<file path="src/hdl/bacu_defs.svh">
// Purpose: Constants of the byte add/add-with-carry unit
// Assumes: Included by bare name from hdl/
// Notes: Definitions only
`ifndef BACU_DEFS_SVH
`define BACU_DEFS_SVH

// Opcode high nibbles
`define BACU_OPC_ADD 4'h0
`define BACU_OPC_ADC 4'h1

// Opcode low nibbles, one per addressing form
`define BACU_MODE_WW 4'h2
`define BACU_MODE_WPW 4'h3
`define BACU_MODE_FF 4'h4
`define BACU_MODE_FPF 4'h5
`define BACU_MODE_FL 4'h6
`define BACU_MODE_PL 4'h7

// Operand byte high nibble that selects a working register
`define BACU_WREG_NIBBLE 4'hE

// Instruction lengths in core clock cycles
`define BACU_CYC_WORKING 6
`define BACU_CYC_FULL 10

// Reset values
`define BACU_RST_BYTE 8'h00
`define BACU_RST_CNT 4'h0

`endif

</file>
<file path="src/hdl/bacu_pkg.sv">
// Purpose: Types of the byte add/add-with-carry unit
// Assumes: Used by scoped name only
// Notes: Sequencer states are one-hot
package bacu_pkg;

  typedef enum logic [5:0] {
    ST_IDLE = 6'h01,
    ST_PTR = 6'h02,
    ST_SRC = 6'h04,
    ST_DST = 6'h08,
    ST_HOLD = 6'h10,
    ST_WRITE = 6'h20
  } bacu_state_type;

endpackage : bacu_pkg

</file>
<file path="src/hdl/bacu_adder.sv">
// Purpose: Sum and arithmetic flags of two operands plus carry-in
// Assumes: Pure combinational, WIDTH of at least 5
// Notes: Half carry is the carry out of bit 3
`timescale 1ns/1ps
module bacu_adder #(
  parameter int WIDTH = 8
) (
  input wire logic [WIDTH-1:0] a_i,
  input wire logic [WIDTH-1:0] b_i,
  input wire logic cin_i,
  output logic [WIDTH-1:0] sum_o,
  output logic carry_o,
  output logic half_o,
  output logic overflow_o,
  output logic zero_o,
  output logic sign_o
);

  if (WIDTH < 5) begin : g_width_check
    $error("bacu_adder: WIDTH must be at least 5");
  end

  logic [WIDTH:0] full_sum;
  logic [4:0] nib_sum;

  // Full and low-nibble sums
  assign full_sum = {1'b0, a_i} + {1'b0, b_i} + {{WIDTH{1'b0}}, cin_i};
  assign nib_sum = {1'b0, a_i[3:0]} + {1'b0, b_i[3:0]} + {4'h0, cin_i};

  // Flags from the sum
  assign sum_o = full_sum[WIDTH-1:0];
  assign carry_o = full_sum[WIDTH];
  assign half_o = nib_sum[4];
  assign zero_o = (full_sum[WIDTH-1:0] == '0);
  assign sign_o = full_sum[WIDTH-1];
  assign overflow_o = (a_i[WIDTH-1] == b_i[WIDTH-1]) && (full_sum[WIDTH-1] != a_i[WIDTH-1]);

endmodule : bacu_adder

</file>
<file path="src/hdl/bacu_core.sv">
// Purpose: Sequencer of the byte add and add-with-carry instructions
// Assumes: Register file read data is valid in the cycle its address is shown
// Notes: Function
// Function
// - ADD stores dst+src in dst, src untouched
// - ADC adds current carry as carry-in
// - Carry flag is carry out of bit 7
// - Zero flag set when stored sum is zero
// - Sign flag follows bit 7 of sum
// - Overflow on same-sign operands, opposite-sign sum
// - Half carry is carry out of bit 3
// - ADD opcodes 02-07, 6 or 10 cycles
// - ADC opcodes 12-17, same forms and cycles
// - Register forms: opcode, source byte, destination byte
// - Literal forms: opcode, destination byte, literal value
// - Pointer destination holds address of target register
// - High nibble 1110b selects a working register
// - Working forms: dst upper nibble, src lower
`timescale 1ns/1ps
`include "bacu_defs.svh"
module bacu_core #(
  parameter int CYC_WORKING = `BACU_CYC_WORKING,
  parameter int CYC_FULL = `BACU_CYC_FULL
) (
  input wire logic clk_i,
  input wire logic reset_i,
  input wire logic start_i,
  input wire logic [7:0] opcode_i,
  input wire logic [7:0] operand1_i,
  input wire logic [7:0] operand2_i,
  input wire logic [3:0] reg_pointer_i,
  input wire logic carry_i,
  input wire logic [7:0] rf_rdata_i,
  output logic busy_o,
  output logic done_o,
  output logic [7:0] rf_addr_o,
  output logic rf_we_o,
  output logic [7:0] rf_wdata_o,
  output logic flags_we_o,
  output logic flag_c_o,
  output logic flag_z_o,
  output logic flag_s_o,
  output logic flag_v_o,
  output logic flag_d_o,
  output logic flag_h_o
);

  if (CYC_WORKING < 6 || CYC_FULL < 6 || CYC_WORKING > 15 || CYC_FULL > 15) begin : g_cyc_check
    $error("bacu_core: cycle counts must lie in 6..15");
  end

  localparam logic [3:0] LAST_WORKING = 4'(CYC_WORKING - 2);
  localparam logic [3:0] LAST_FULL = 4'(CYC_FULL - 2);

  // Operand byte to register address, with working-register escape
  function automatic logic [7:0] full_addr(input logic [7:0] b, input logic [3:0] rp);
    full_addr = (b[7:4] == `BACU_WREG_NIBBLE) ? {rp, b[3:0]} : b;
  endfunction : full_addr

  bacu_pkg::bacu_state_type state_q;
  logic [3:0] mode_q;
  logic [7:0] op1_q;
  logic [7:0] op2_q;
  logic [3:0] rp_q;
  logic cin_q;
  logic [7:0] src_q;
  logic [7:0] dst_q;
  logic [7:0] ptr_q;
  logic [3:0] cnt_q;
  logic [7:0] addr_q;
  logic busy_q;
  logic done_q;
  logic we_q;
  logic [7:0] wdata_q;
  logic c_q;
  logic z_q;
  logic s_q;
  logic v_q;
  logic d_q;
  logic h_q;

  // Opcode decode at the request port
  wire [3:0] in_mode = opcode_i[3:0];
  wire in_opc_ok = (opcode_i[7:4] == `BACU_OPC_ADD) || (opcode_i[7:4] == `BACU_OPC_ADC);
  wire in_mode_ok = (in_mode >= `BACU_MODE_WW) && (in_mode <= `BACU_MODE_PL);
  wire start_acc = start_i && !busy_q && in_opc_ok && in_mode_ok;
  wire in_indirect = (in_mode == `BACU_MODE_WPW) || (in_mode == `BACU_MODE_FPF) || (in_mode == `BACU_MODE_PL);
  wire in_lit = (in_mode == `BACU_MODE_FL) || (in_mode == `BACU_MODE_PL);
  wire in_adc = (opcode_i[7:4] == `BACU_OPC_ADC);

  // Address of the first read of each form
  wire [7:0] in_ptr_addr = (in_mode == `BACU_MODE_WPW) ? {reg_pointer_i, operand1_i[3:0]} :
                           full_addr(operand1_i, reg_pointer_i);
  wire [7:0] in_src_addr = (in_mode == `BACU_MODE_WW) ? {reg_pointer_i, operand1_i[3:0]} :
                           full_addr(operand1_i, reg_pointer_i);
  wire [7:0] first_addr = in_indirect ? in_ptr_addr :
                          (in_mode == `BACU_MODE_FL) ? full_addr(operand1_i, reg_pointer_i) : in_src_addr;

  // Destination address from the held instruction bytes, or from the fetched pointer for PL
  wire q_working = (mode_q == `BACU_MODE_WW) || (mode_q == `BACU_MODE_WPW);
  wire [7:0] dst_addr = q_working ? {rp_q, op1_q[7:4]} :
                        (mode_q == `BACU_MODE_PL) ? ptr_q :
                        (mode_q == `BACU_MODE_FL) ? full_addr(op1_q, rp_q) :
                        full_addr(op2_q, rp_q);
  wire last_cycle = (cnt_q == (q_working ? LAST_WORKING : LAST_FULL));

  logic [7:0] sum;
  logic sum_c;
  logic sum_h;
  logic sum_v;
  logic sum_z;
  logic sum_s;

  bacu_adder #(.WIDTH(8)) u_adder (
    .a_i(dst_q),
    .b_i(src_q),
    .cin_i(cin_q),
    .sum_o(sum),
    .carry_o(sum_c),
    .half_o(sum_h),
    .overflow_o(sum_v),
    .zero_o(sum_z),
    .sign_o(sum_s)
  );

  // Sequencer: fetch pointer, source, destination, then wait
  always_ff @(posedge clk_i or posedge reset_i) begin
    if (reset_i) begin
      state_q <= bacu_pkg::ST_IDLE;
      mode_q <= `BACU_MODE_WW;
      op1_q <= `BACU_RST_BYTE;
      op2_q <= `BACU_RST_BYTE;
      rp_q <= `BACU_RST_CNT;
      cin_q <= 1'b0;
      src_q <= `BACU_RST_BYTE;
      dst_q <= `BACU_RST_BYTE;
      ptr_q <= `BACU_RST_BYTE;
      cnt_q <= `BACU_RST_CNT;
      addr_q <= `BACU_RST_BYTE;
      busy_q <= 1'b0;
    end else begin
      cnt_q <= busy_q ? cnt_q + 4'h1 : 4'h1;
      case (state_q)
        bacu_pkg::ST_IDLE: begin
          if (start_acc) begin
            mode_q <= in_mode;
            op1_q <= operand1_i;
            op2_q <= operand2_i;
            rp_q <= reg_pointer_i;
            cin_q <= in_adc ? carry_i : 1'b0;
            src_q <= operand2_i; // Literal source
            addr_q <= first_addr;
            busy_q <= 1'b1;
            state_q <= in_indirect ? bacu_pkg::ST_PTR :
                       in_lit ? bacu_pkg::ST_DST : bacu_pkg::ST_SRC;
          end
        end
        bacu_pkg::ST_PTR: begin
          ptr_q <= rf_rdata_i;
          addr_q <= rf_rdata_i; // Pointer content is the next address
          state_q <= (mode_q == `BACU_MODE_PL) ? bacu_pkg::ST_DST : bacu_pkg::ST_SRC;
        end
        bacu_pkg::ST_SRC: begin
          src_q <= rf_rdata_i;
          addr_q <= dst_addr;
          state_q <= bacu_pkg::ST_DST;
        end
        bacu_pkg::ST_DST: begin
          dst_q <= rf_rdata_i;
          state_q <= bacu_pkg::ST_HOLD;
        end
        bacu_pkg::ST_HOLD: begin
          if (last_cycle) begin
            state_q <= bacu_pkg::ST_WRITE;
          end
        end
        bacu_pkg::ST_WRITE: begin
          busy_q <= 1'b0;
          state_q <= bacu_pkg::ST_IDLE;
        end
        default: begin
          busy_q <= 1'b0;
          state_q <= bacu_pkg::ST_IDLE;
        end
      endcase
    end
  end

  wire commit = (state_q == bacu_pkg::ST_HOLD) && last_cycle;

  // Result and flags registered together for the final cycle
  always_ff @(posedge clk_i or posedge reset_i) begin
    if (reset_i) begin
      done_q <= 1'b0;
      we_q <= 1'b0;
      wdata_q <= `BACU_RST_BYTE;
      c_q <= 1'b0;
      z_q <= 1'b0;
      s_q <= 1'b0;
      v_q <= 1'b0;
      d_q <= 1'b0;
      h_q <= 1'b0;
    end else begin
      done_q <= commit;
      we_q <= commit;
      if (commit) begin
        wdata_q <= sum;
        c_q <= sum_c;
        z_q <= sum_z;
        s_q <= sum_s;
        v_q <= sum_v;
        d_q <= 1'b0;
        h_q <= sum_h;
      end
    end
  end

  // Outputs straight from flip-flops
  assign busy_o = busy_q;
  assign done_o = done_q;
  assign rf_addr_o = addr_q; // Destination stays shown during the write
  assign rf_we_o = we_q;
  assign rf_wdata_o = wdata_q;
  assign flags_we_o = we_q;
  assign flag_c_o = c_q;
  assign flag_z_o = z_q;
  assign flag_s_o = s_q;
  assign flag_v_o = v_q;
  assign flag_d_o = d_q;
  assign flag_h_o = h_q;

  wire acc_working = start_acc && ((in_mode == `BACU_MODE_WW) || (in_mode == `BACU_MODE_WPW));
  wire acc_full = start_acc && !((in_mode == `BACU_MODE_WW) || (in_mode == `BACU_MODE_WPW));
  wire [8:0] chk_sum = {1'b0, dst_q} + {1'b0, src_q} + {8'h00, cin_q};
  wire [4:0] chk_nib = {1'b0, dst_q[3:0]} + {1'b0, src_q[3:0]} + {4'h0, cin_q};
endmodule : bacu_core

</file>
<file path="config.mk">
export PLATFORM = sky130hd
export DESIGN_NAME = bacu_core
export DESIGN_NICKNAME = d
export VERILOG_FILES = /design/src/hdl/bacu_pkg.sv /design/src/hdl/bacu_adder.sv /design/src/hdl/bacu_core.sv
export VERILOG_INCLUDE_DIRS = /design/src /design/src/hdl
export SDC_FILE = /design/constraint.sdc
export NUM_CORES = 1
export LEC_CHECK = 0
export BUFFER_PORTS_ARGS = -buffer_cell sky130_fd_sc_hd__buf_2
export CORE_MARGIN = 2
export CORE_UTILIZATION = 39
export CTS_CLUSTER_SIZE = 24
export DETAILED_ROUTE_END_ITERATION = 10
export REMOVE_ABC_BUFFERS = 1
export SYNTH_ARGS = -nofsm -noshare
export SYNTH_HDL_FRONTEND = slang
export SYNTH_SLANG_ARGS = --single-unit
</file>
<file path="constraint.sdc">
create_clock -name clk_i -period 2.4 [get_ports clk_i]
set_input_delay 0 -clock clk_i [delete_from_list [all_inputs] [get_ports clk_i]]
set_output_delay 0 -clock clk_i [all_outputs]
set_load 0.01 [all_outputs]
</file>
==> impl_metrics.csv, run 1 <==
group,metric,value,unit
global_route,grt_max_degree,40,
setup_path,start_kind,"flop",
setup_path,rrSetupSlack,70,ps
pwr,ir_worst_vdd,0.434,mV
floorplan,dieWidth,109,um
outcome,status,"finished clean",
sta,worstMarginPinSlew,587,ps
synth,synth-main-ff-cell,"dfrtp_1",
route,ant_nets,0,
placed_design,place.gp.congestion,0.856,
setup_path,cp.required,2660,ps
hold_path,holdPathStages,3,
placed_design,dpl_cell_area,0.00478,sq mm
synth,netlist_instances,415,
sta,slew_violations,0,
sta,min_period,2330,ps
floorplan,dieArea,0.0119,sq mm
setup_path,path_max_fanout,2,
floorplan,row_count,38,
setup_path,arrival,2580,ps
synth,synth_top_family_by_area,"simple AND/OR/NAND/NOR gates",
synth,syn_area,0.00431,sq mm
sta,rsz0062_at_grt,"true",
floorplan,io_pins,66,
synth,synth_cell_types,66,
cts,clkSinkCount,81,
route,dr.pass1.iters,7,
setup_path,rr_endpoint,"flag_z_o",
layout,fin_nets,570,
placed_design,hpwlAfterDp,7.61,mm
route,wire_per_inst,15.9,um
setup_path,end_kind,"flop",
setup_path,path_class,"reg -> reg",
cts,numCtsBuffers,9,
sta,hold_viol,0,
cts,htree_levels,3,
synth,synth-adder-area-share,0.0354,
floorplan,core,0.0108,sq mm
sta,setup_viol,0,
global_route,grt_use_total,0.185,
sta,slew_headroom,0.608,
global_route,grt_pass1_vias,3451,
setup_path,r2r_start,"cin_q",
layout,final_area,0.00535,sq mm
cts,cts_root_buffer,"clkbuf_8",
sta,fin_hold_ws,53.5,ps
synth,muxShareOfSynthArea,0.111,
hold_path,hp-start,"opcode_i[3]",
synth,synth-compound-area-share,0.148,
route,drt_iter0_markers,139,
route,wl,10.6,mm
route,vias,3470,
global_route,grt_overflow,0,
cts,path_clk_slew,80,ps
cts,clk-insertion-delay-late,360,ps
pwr,power.leakage,2.48,nW
synth,synth-simple-area-share,0.172,
synth,yosys_warnings,0,
synth,synth_xor_xnor_area_share,0.0163,
synth,async_reset_ff_frac,1.00,
cts,cts_buffer_depth,2,
synth,synth.avg_cell_area,10.4,sq um
layout,n_antenna_cell,0,
floorplan,start_util,0.399,
layout,drive_gt1_frac,0.279,
floorplan,die_height,109,um
global_route,grt_antenna_before_repair,0,
sta,worst_slack,74.6,ps
job,cap_violations,0,
synth,ys_ff_latch,81,
hold_path,hold_end,"state_q[3]",
setup_path,rr_worst_depth,9,
layout,syn_to_final_growth,24.1,%
route,drc,0,
pwr,power_density,1060,mW/mm^2
hold_path,min_path_type,"in -> reg",
synth,ys_seq_area_frac,0.471,
pwr,totalPowerFinal,5.68,mW
route,vias_per_cell,5.23,
sta,period_share,0.969,
sta,fmax,430,MHz
placed_design,place_ws,-26.5,ps
placed_design,portBuffers,64,
cts,cts_tree,"done",
global_route,grt_pass1_wl,16.9,mm
synth,synth_edf_count,0,
sta,finClkSkew,13.9,ps
==> what timing repair did <==
action	in CTS	in global routing
cloned	0	1
resized for setup	1	4
hold endpoints to repair	84	0
hold buffers	34	0
buffers inserted	0	2
endpoints found under the setup margin	1	2
pin swaps	0	2
==> worst max path at each step <==
stage | start | end
floorplan | cin_q | flag_z_o
global placement | cin_q | flag_z_o
detailed placement | cin_q | flag_z_o
CTS | cin_q | flag_z_o
global route | cin_q | flag_z_o
finish | cin_q | flag_z_o
==> placed cells by master, fill, tap and decap left out, types with 3 or more instances in the layout <==
cell           count
xor2_1             4
o221ai_1           4
nand2_1           49
xnor2_1            4
buf_4             10
nor2b_1            8
and2_1             5
or2_2              5
dfrtp_1           79
mux2i_1           13
a21oi_1           19
dlygate4sd3_1     34
a41oi_1            4
ha_1               9
nor2_1            29
a31oi_1            5
nand3b_1           3
clkinv_2           3
inv_1             19
nor3_1             5
a211oi_1           5
clkbuf_8          10
nand3_1            6
mux2_2            31
buf_2             64
nand4_1            3
o21bai_1           3
nand2b_1           6
o21ai_0           23
==> per-layer routing <==
| layer | wire length [um] | vias up | GRT usage |
|---|---|---|---|
| met4 | 153 | 0 | 0.0614 |
| met5 | 0 | - | 0 |
| li1 | - | 1682 | - |
| met1 | 5000 | 1704 | 0.249 |
| met3 | 396 | 13 | 0.0293 |
| met2 | 5020 | 71 | 0.305 |
==> where the power goes <==
group	leakage (nW)	switching [mW]	total, mW	internal, mW
clock	0.0822	0.480	0.876	0.396
combinational	1.41	1.33	2.56	1.23
sequential	0.982	0.404	2.24	1.83
total	2.48	2.21	5.68	3.46
==> critical path, stage by stage (launching register included) <==
cell and delay, ps:
dfrtp_1 360, inv_1 90, fa_1 200, inv_1 60
fa_2 370, a211oi_4 270, nor2_2 80, xnor2_1 130
or3_1 380, o41ai_2 290
==> stage by stage <==
step	utilization	std cells	setup TNS, ps
2_1_floorplan	-	397	0
3_3_place_gp	0.443	611	0
3_5_place_dp	0.443	611	-26.5
4_1_cts	0.490	660	0
5_1_grt	0.496	663	-51.7
6_report	0.496	663	0
==> flip-flops by register name, indices dropped and copies added (netlist names), 6 cells and up <==
register,cells
dst_q,8
op1_q,8
op2_q,8
ptr_q,8
rf_addr_o,8
rf_wdata_o,8
src_q,8
state_q,6
==> synth_stat cells (all sizes together) (3+ instances only) <==
cell type	instances	share of area
mux2	31	0.081
nor2b	8	0.012
dfrtp	79	0.46
a41oi	5	0.012
a31oi	5	0.0073
nand3	6	0.0070
o21ai	25	0.031
nor2	31	0.029
xnor2	4	0.0081
nand3b	5	0.012
nor3b	4	0.0093
nand2b	6	0.0087
o221ai	4	0.0081
clkbuf	3	0.0026
nor4	3	0.0093
o21bai	3	0.0052
buf	15	0.026
or2	5	0.0073
a21oi	19	0.022
a211oi	7	0.012
nand2	49	0.043
and2	5	0.0073
xor2	4	0.0081
inv	20	0.017
nand4	3	0.0044
mux2i	13	0.030
nor3	5	0.0058
ha	9	0.026
==> kinds of logic (layout without fill, tap and decap cells) <==
logic type      count (synthesis)  count (layout)
fa+ha+maj                      11              11
xor+xnor                        8               8
mux                            44              44
compound gates                 93              93
other cells                     1               1
buf+inv                        38             146
flops                          81              81
simple gates                  139             139
==> area by class of cell <==
class | count | area, sq um
Fill cell | 1000 | 5440
Multi-Input combinational cell | 296 | 2100
Sequential cell | 81 | 2030
Timing Repair Buffer | 111 | 801
Tap cell | 140 | 175
Clock buffer | 12 | 145
Inverter | 20 | 76.3
Clock inverter | 3 | 17.5
(Power assumes the default switching activity.)
==> run 2: changes to the inputs <==
Settings changed: BUFFER_PORTS_ARGS -buffer_cell sky130_fd_sc_hd__buf_2 to default, DONT_BUFFER_PORTS from default to 1, GPL_TIMING_DRIVEN from default to 0.
==> impl_metrics.csv, run 2 (same netlist as run 1, synthesis figures left out) <==
group,metric,value,unit
sta,setup_viol,0,
route,ant_nets,0,
setup_path,rr_worst_depth,10,
sta,hold_viol,0,
setup_path,end_kind,"flop",
sta,slew_headroom,0.412,
setup_path,slowest_delay,390,ps
setup_path,slowest_stage,"dfrtp_1",
global_route,grt_max_degree,67,
setup_path,rr_endpoint,"flag_z_o",
layout,layout_commonest_cell,"dfrtp_1",
layout,drive_gt1_frac,0.168,
global_route,grt_overflow,0,
global_route,grt_pass1_wl,17.5,mm
sta,worst_slack,86.6,ps
setup_path,arrival,2570,ps
placed_design,hpwlAfterDp,7.22,mm
pwr,power_density,1140,mW/mm^2
job,cap_violations,0,
layout,syn_to_final_growth,16.0,%
cts,htree_levels,3,
sta,min_period,2310,ps
global_route,grt_antenna_before_repair,0,
route,vias_per_cell,5.48,
layout,n_antenna_cell,0,
sta,fmax,432,MHz
hold_path,min_path_type,"in -> reg",
cts,cts_buffer_depth,2,
global_route,grt_use_total,0.193,
sta,tns,0,ps
setup_path,path_max_fanout,2,
setup_path,rrSetupSlack,90,ps
setup_path,critical_path.top_delay_family,"compound AO/OA/AOI/OAI gates",
layout,final_area,0.00500,sq mm
pwr,ir_worst_vdd,0.488,mV
floorplan,dieWidth,109,um
floorplan,start_util,0.399,
cts,clk-insertion-delay-late,360,ps
route,wl,10.6,mm
floorplan,io_pins,66,
placed_design,dpl_cell_area,0.00439,sq mm
route,dr.pass1.iters,4,
layout,final_cell_mix,"79 x dfrtp_1, 49 x nand2_1, 36 x dlygate4sd3_1",
cts,cts_tree,"done",
route,drt_iter0_markers,186,
setup_path,path_class,"reg -> reg",
placed_design,place_ws,-244,ps
cts,cts_root_buffer,"clkbuf_8",
setup_path,cp.required,2650,ps
sta,rsz0062_at_grt,"true",
placed_design,portBuffers,0,
outcome,status,"finished clean",
sta,worstMarginPinSlew,880,ps
pwr,power.leakage,2.17,nW
route,wire_per_inst,17.9,um
sta,finClkSkew,9.90,ps
hold_path,hold_end,"rf_addr_o[7]",
cts,path_clk_slew,90,ps
setup_path,r2r_start,"src_q[0]",
setup_path,critPathBufInv,3,
sta,fin_hold_ws,39.4,ps
sta,period_share,0.964,
hold_path,holdPathStages,3,
cts,clkSinkCount,81,
floorplan,core,0.0108,sq mm
placed_design,place.gp.congestion,0.800,
cts,numCtsBuffers,9,
global_route,grt_pass1_vias,3308,
floorplan,die_height,109,um
route,vias,3245,
floorplan,row_count,38,
floorplan,dieArea,0.0119,sq mm
setup_path,crit_chain,"inv_1 > fa_1 > inv_1 > fa_2 > a211oi_2 > buf_4 > o21bai_1 > a211oi_2 > o21ai_1 > o41ai_2",
hold_path,hp-start,"reg_pointer_i[3]",
route,drc,0,
layout,fin_nets,498,
sta,slew_violations,0,
setup_path,start_kind,"flop",
## run 2: cell count changes in the layout (fill, tap and decap cells not counted), moves of 2 or more
| cell | previous run | this run |
|---|---|---|
| clkbuf_1 | 2 | 0 |
| clkinv_2 | 3 | 1 |
| dlygate4sd3_1 | 34 | 36 |
| buf_12 | 2 | 0 |
| buf_2 | 64 | 0 |
| buf_4 | 10 | 1 |
## run 2: layout make-up
| type | instances | area [sq um] |
|---|---|---|
| inverter | 20 | 77.6 |
| tap | 140 | 175 |
| sequential | 81 | 2030 |
| clock inverter | 7 | 78.8 |
| timing repair buffer | 38 | 395 |
| clock buffer | 9 | 124 |
| multi-input combinational | 297 | 2120 |
| fill | 1040 | 5790 |
## run 2: through the flow
stage | utilization | std cells | power (mW)
detailed placement | 0.407 | 538 | 4.51
finish | 0.463 | 592 | 5.71
global route | 0.463 | 592 | 6.18
floorplan | - | 397 | 3.96
global placement | 0.404 | 537 | 4.43
CTS | 0.462 | 592 | 5.71
## run 2: tightest hold or removal path, cell delays in order
cell and delay [ps]:
o221ai_1 80, nor2_1 130, o32a_1 160
## run 2: how the worst max path moves through the flow
stage,startpoint,to,slack (ps),cells past startpoint
after global routing,src_q[0],flag_z_o,-90,10
after detailed placement,opcode_i[5],op1_q[6],-240,4
after CTS,cin_q,flag_z_o,-40,9
final,src_q[0],flag_z_o,90,10
after floorplan,cin_q,flag_z_o,130,9
after global placement,reset_i,rf_addr_o[0],-570,1
## run 2: routing by layer
metal	vias up	wire length [um]	GRT usage
li1	1538	-	-
met1	1620	4890	0.260
met2	80	5060	0.304
met3	7	570	0.0496
met4	0	99	0.0641
met5	-	0	0
## run 2: power breakdown
group	switching [mW]	internal, mW	leakage, nW	total, mW
Clock	0.550	0.492	0.0977	1.04
Combinational	1.22	1.11	1.09	2.33
Sequential	0.502	1.83	0.982	2.34
Total	2.27	3.44	2.17	5.71
## run 2: what timing repair did
action,CTS,global route
cloned,1,0
resized for setup,3,5
endpoints found under the hold margin,138,0
pin swaps,2,4
hold buffers,36,0
setup buffers,1,0
setup endpoints to repair,27,8
==> run 3: changes to the inputs <==
Settings changed: CORE_MARGIN 2 to 3.
==> impl_metrics.csv, run 3 (same netlist as run 1, synthesis figures left out) <==
group,metric,value,unit
job,cap_violations,0,
layout,final_cell_mix,"79 x dfrtp_1, 48 x nand2_1, 36 x dlygate4sd3_1",
global_route,grtUsageMet2,0.270,
global_route,grt_overflow,0,
hold_path,min_path_type,"in -> reg",
route,wire_per_inst,17.9,um
layout,nFillCells,1008,
route,drt_iter0_markers,223,
setup_path,path_max_fanout,2,
pwr,power_density,1150,mW/mm^2
placed_design,place.gp.congestion,0.803,
layout,syn_to_final_growth,16.6,%
placed_design,hpwlAfterDp,7.17,mm
hold_path,holdPathStages,5,
cts,cts_tree,"done",
cts,cts_root_buffer,"clkbuf_8",
outcome,status,"finished clean",
floorplan,dieArea,0.0123,sq mm
setup_path,rrSetupSlack,60,ps
setup_path,rr_worst_depth,9,
layout,final_util,0.476,
sta,fin_hold_ws,15.4,ps
pwr,ir_worst_vdd,0.500,mV
global_route,grt_pass1_vias,3284,
pwr,pwr-share-clk,0.174,
pwr,comb_power_share,0.423,
route,vias,3231,
placed_design,dpl_cell_area,0.00439,sq mm
route,vias_per_cell,5.48,
global_route,grt_max_degree,71,
sta,slew_headroom,0.415,
layout,final_area,0.00502,sq mm
layout,n_antenna_cell,0,
global_route,grt_use_total,0.175,
global_route,grt_use_met1,0.244,
sta,min_period,2340,ps
layout,multi_input_area,0.00214,sq mm
cts,numCtsBuffers,9,
cts,clkSinkCount,81,
layout,layout_commonest_cell,"dfrtp_1",
sta,rsz0062_at_grt,"true",
floorplan,io_pins,66,
pwr,totalPowerFinal,5.77,mW
layout,drive_gt1_frac,0.181,
pwr,power.leakage,2.19,nW
global_route,grt_antenna_before_repair,0,
cts,cts_buffer_depth,2,
setup_path,cp.required,2650,ps
route,ant_nets,0,
layout,ff_latch_area,0.00203,sq mm
sta,setup_viol,0,
floorplan,row_count,37,
pwr,switching_share,0.393,
route,dr.pass1.iters,4,
pwr,p_sw,2.27,mW
sta,slew_violations,0,
setup_path,arrival,2590,ps
setup_path,path_class,"reg -> reg",
sta,fmax,427,MHz
route,wl,10.6,mm
cts,clk-insertion-delay-late,360,ps
sta,period_share,0.976,
global_route,met3_usage,0.0475,
pwr,p_int,3.50,mW
sta,hold_viol,0,
floorplan,start_util,0.408,
setup_path,start_kind,"flop",
placed_design,portBuffers,0,
global_route,busiest_layer,"met2",
route,drc,0,
global_route,grt_pass1_wl,17.5,mm
setup_path,end_kind,"flop",
sta,finClkSkew,13.8,ps
sta,worstMarginPinSlew,876,ps
cts,htree_levels,3,
floorplan,core,0.0106,sq mm
pwr,seq_power_share,0.403,
cts,path_clk_slew,90,ps
floorplan,die_height,111,um
layout,fin_nets,500,
floorplan,dieWidth,111,um
[run 3: cell types whose count changed in the layout (fill, tap and decap cells not counted), sizes merged]
cell    previous run  this run
inv               22        21
buf                2         4
clkbuf             9        10
[run 3: path summary, 6_finish.rpt]
path | endpoint | from
worst max-delay path | flag_z_o | src_q[0]
worst min-delay path | state_q[2] | opcode_i[2]
worst max register to register | flag_z_o | src_q[0]
worst min register to register | ptr_q[3] | ptr_q[3]
max in group asynchronous | mode_q[1] | reset_i
min in group asynchronous | rf_wdata_o[0] | reset_i
[run 3: per-stage QoR]
stage	instances	setup WS, ps	TNS [ps]
finish	590	58.8	0
global route	590	-57.4	-57.4
CTS	588	14.8	0
detailed placement	534	-181	-4060
global placement	533	-591	-50140
floorplan	397	127	0
[run 3: worst max-delay path, cell delays in order (launching register included)]
cell and delay [ps]:
dfrtp_1 390, inv_1 70, fa_2 190, inv_1 60, fa_2 400, a211oi_4 260, nor2_2 80, xnor2_2 140
or3_4 370, o41ai_2 270
[run 3: repair_timing]
action / in CTS / in global routing
pin swaps: 2 / 5
buffers inserted: 1 / 2
hold buffers: 36 / 0
hold endpoints to repair: 138 / 0
endpoints found under the setup margin: 26 / 6
gates cloned: 1 / 0
resized for setup: 4 / 9
[run 3: power groups by stage]
stage	registers, mW	logic [mW]	clock network [mW]
after floorplan	2.19	1.77	0
after global placement	2.34	2.09	0
after detailed placement	2.35	2.14	0
after CTS	2.33	2.29	1.03
after global routing	2.40	2.76	1.09
final	2.33	2.44	1.00
[run 3: area by class of cell]
class / count / share of cell area
multi-input combinational: 297 / 0.426
inverter: 20 / 0.0154
tap: 136 / 0.0339
clock inverter: 6 / 0.0134
clock buffer: 10 / 0.0254
timing repair buffer: 40 / 0.0817
sequential: 81 / 0.404
[run 3: metal layers]
metal	wire length (um)	vias to the layer above
met5	0	-
met4	106	0
met3	560	12
met2	4930	74
met1	4970	1601
li1	-	1544
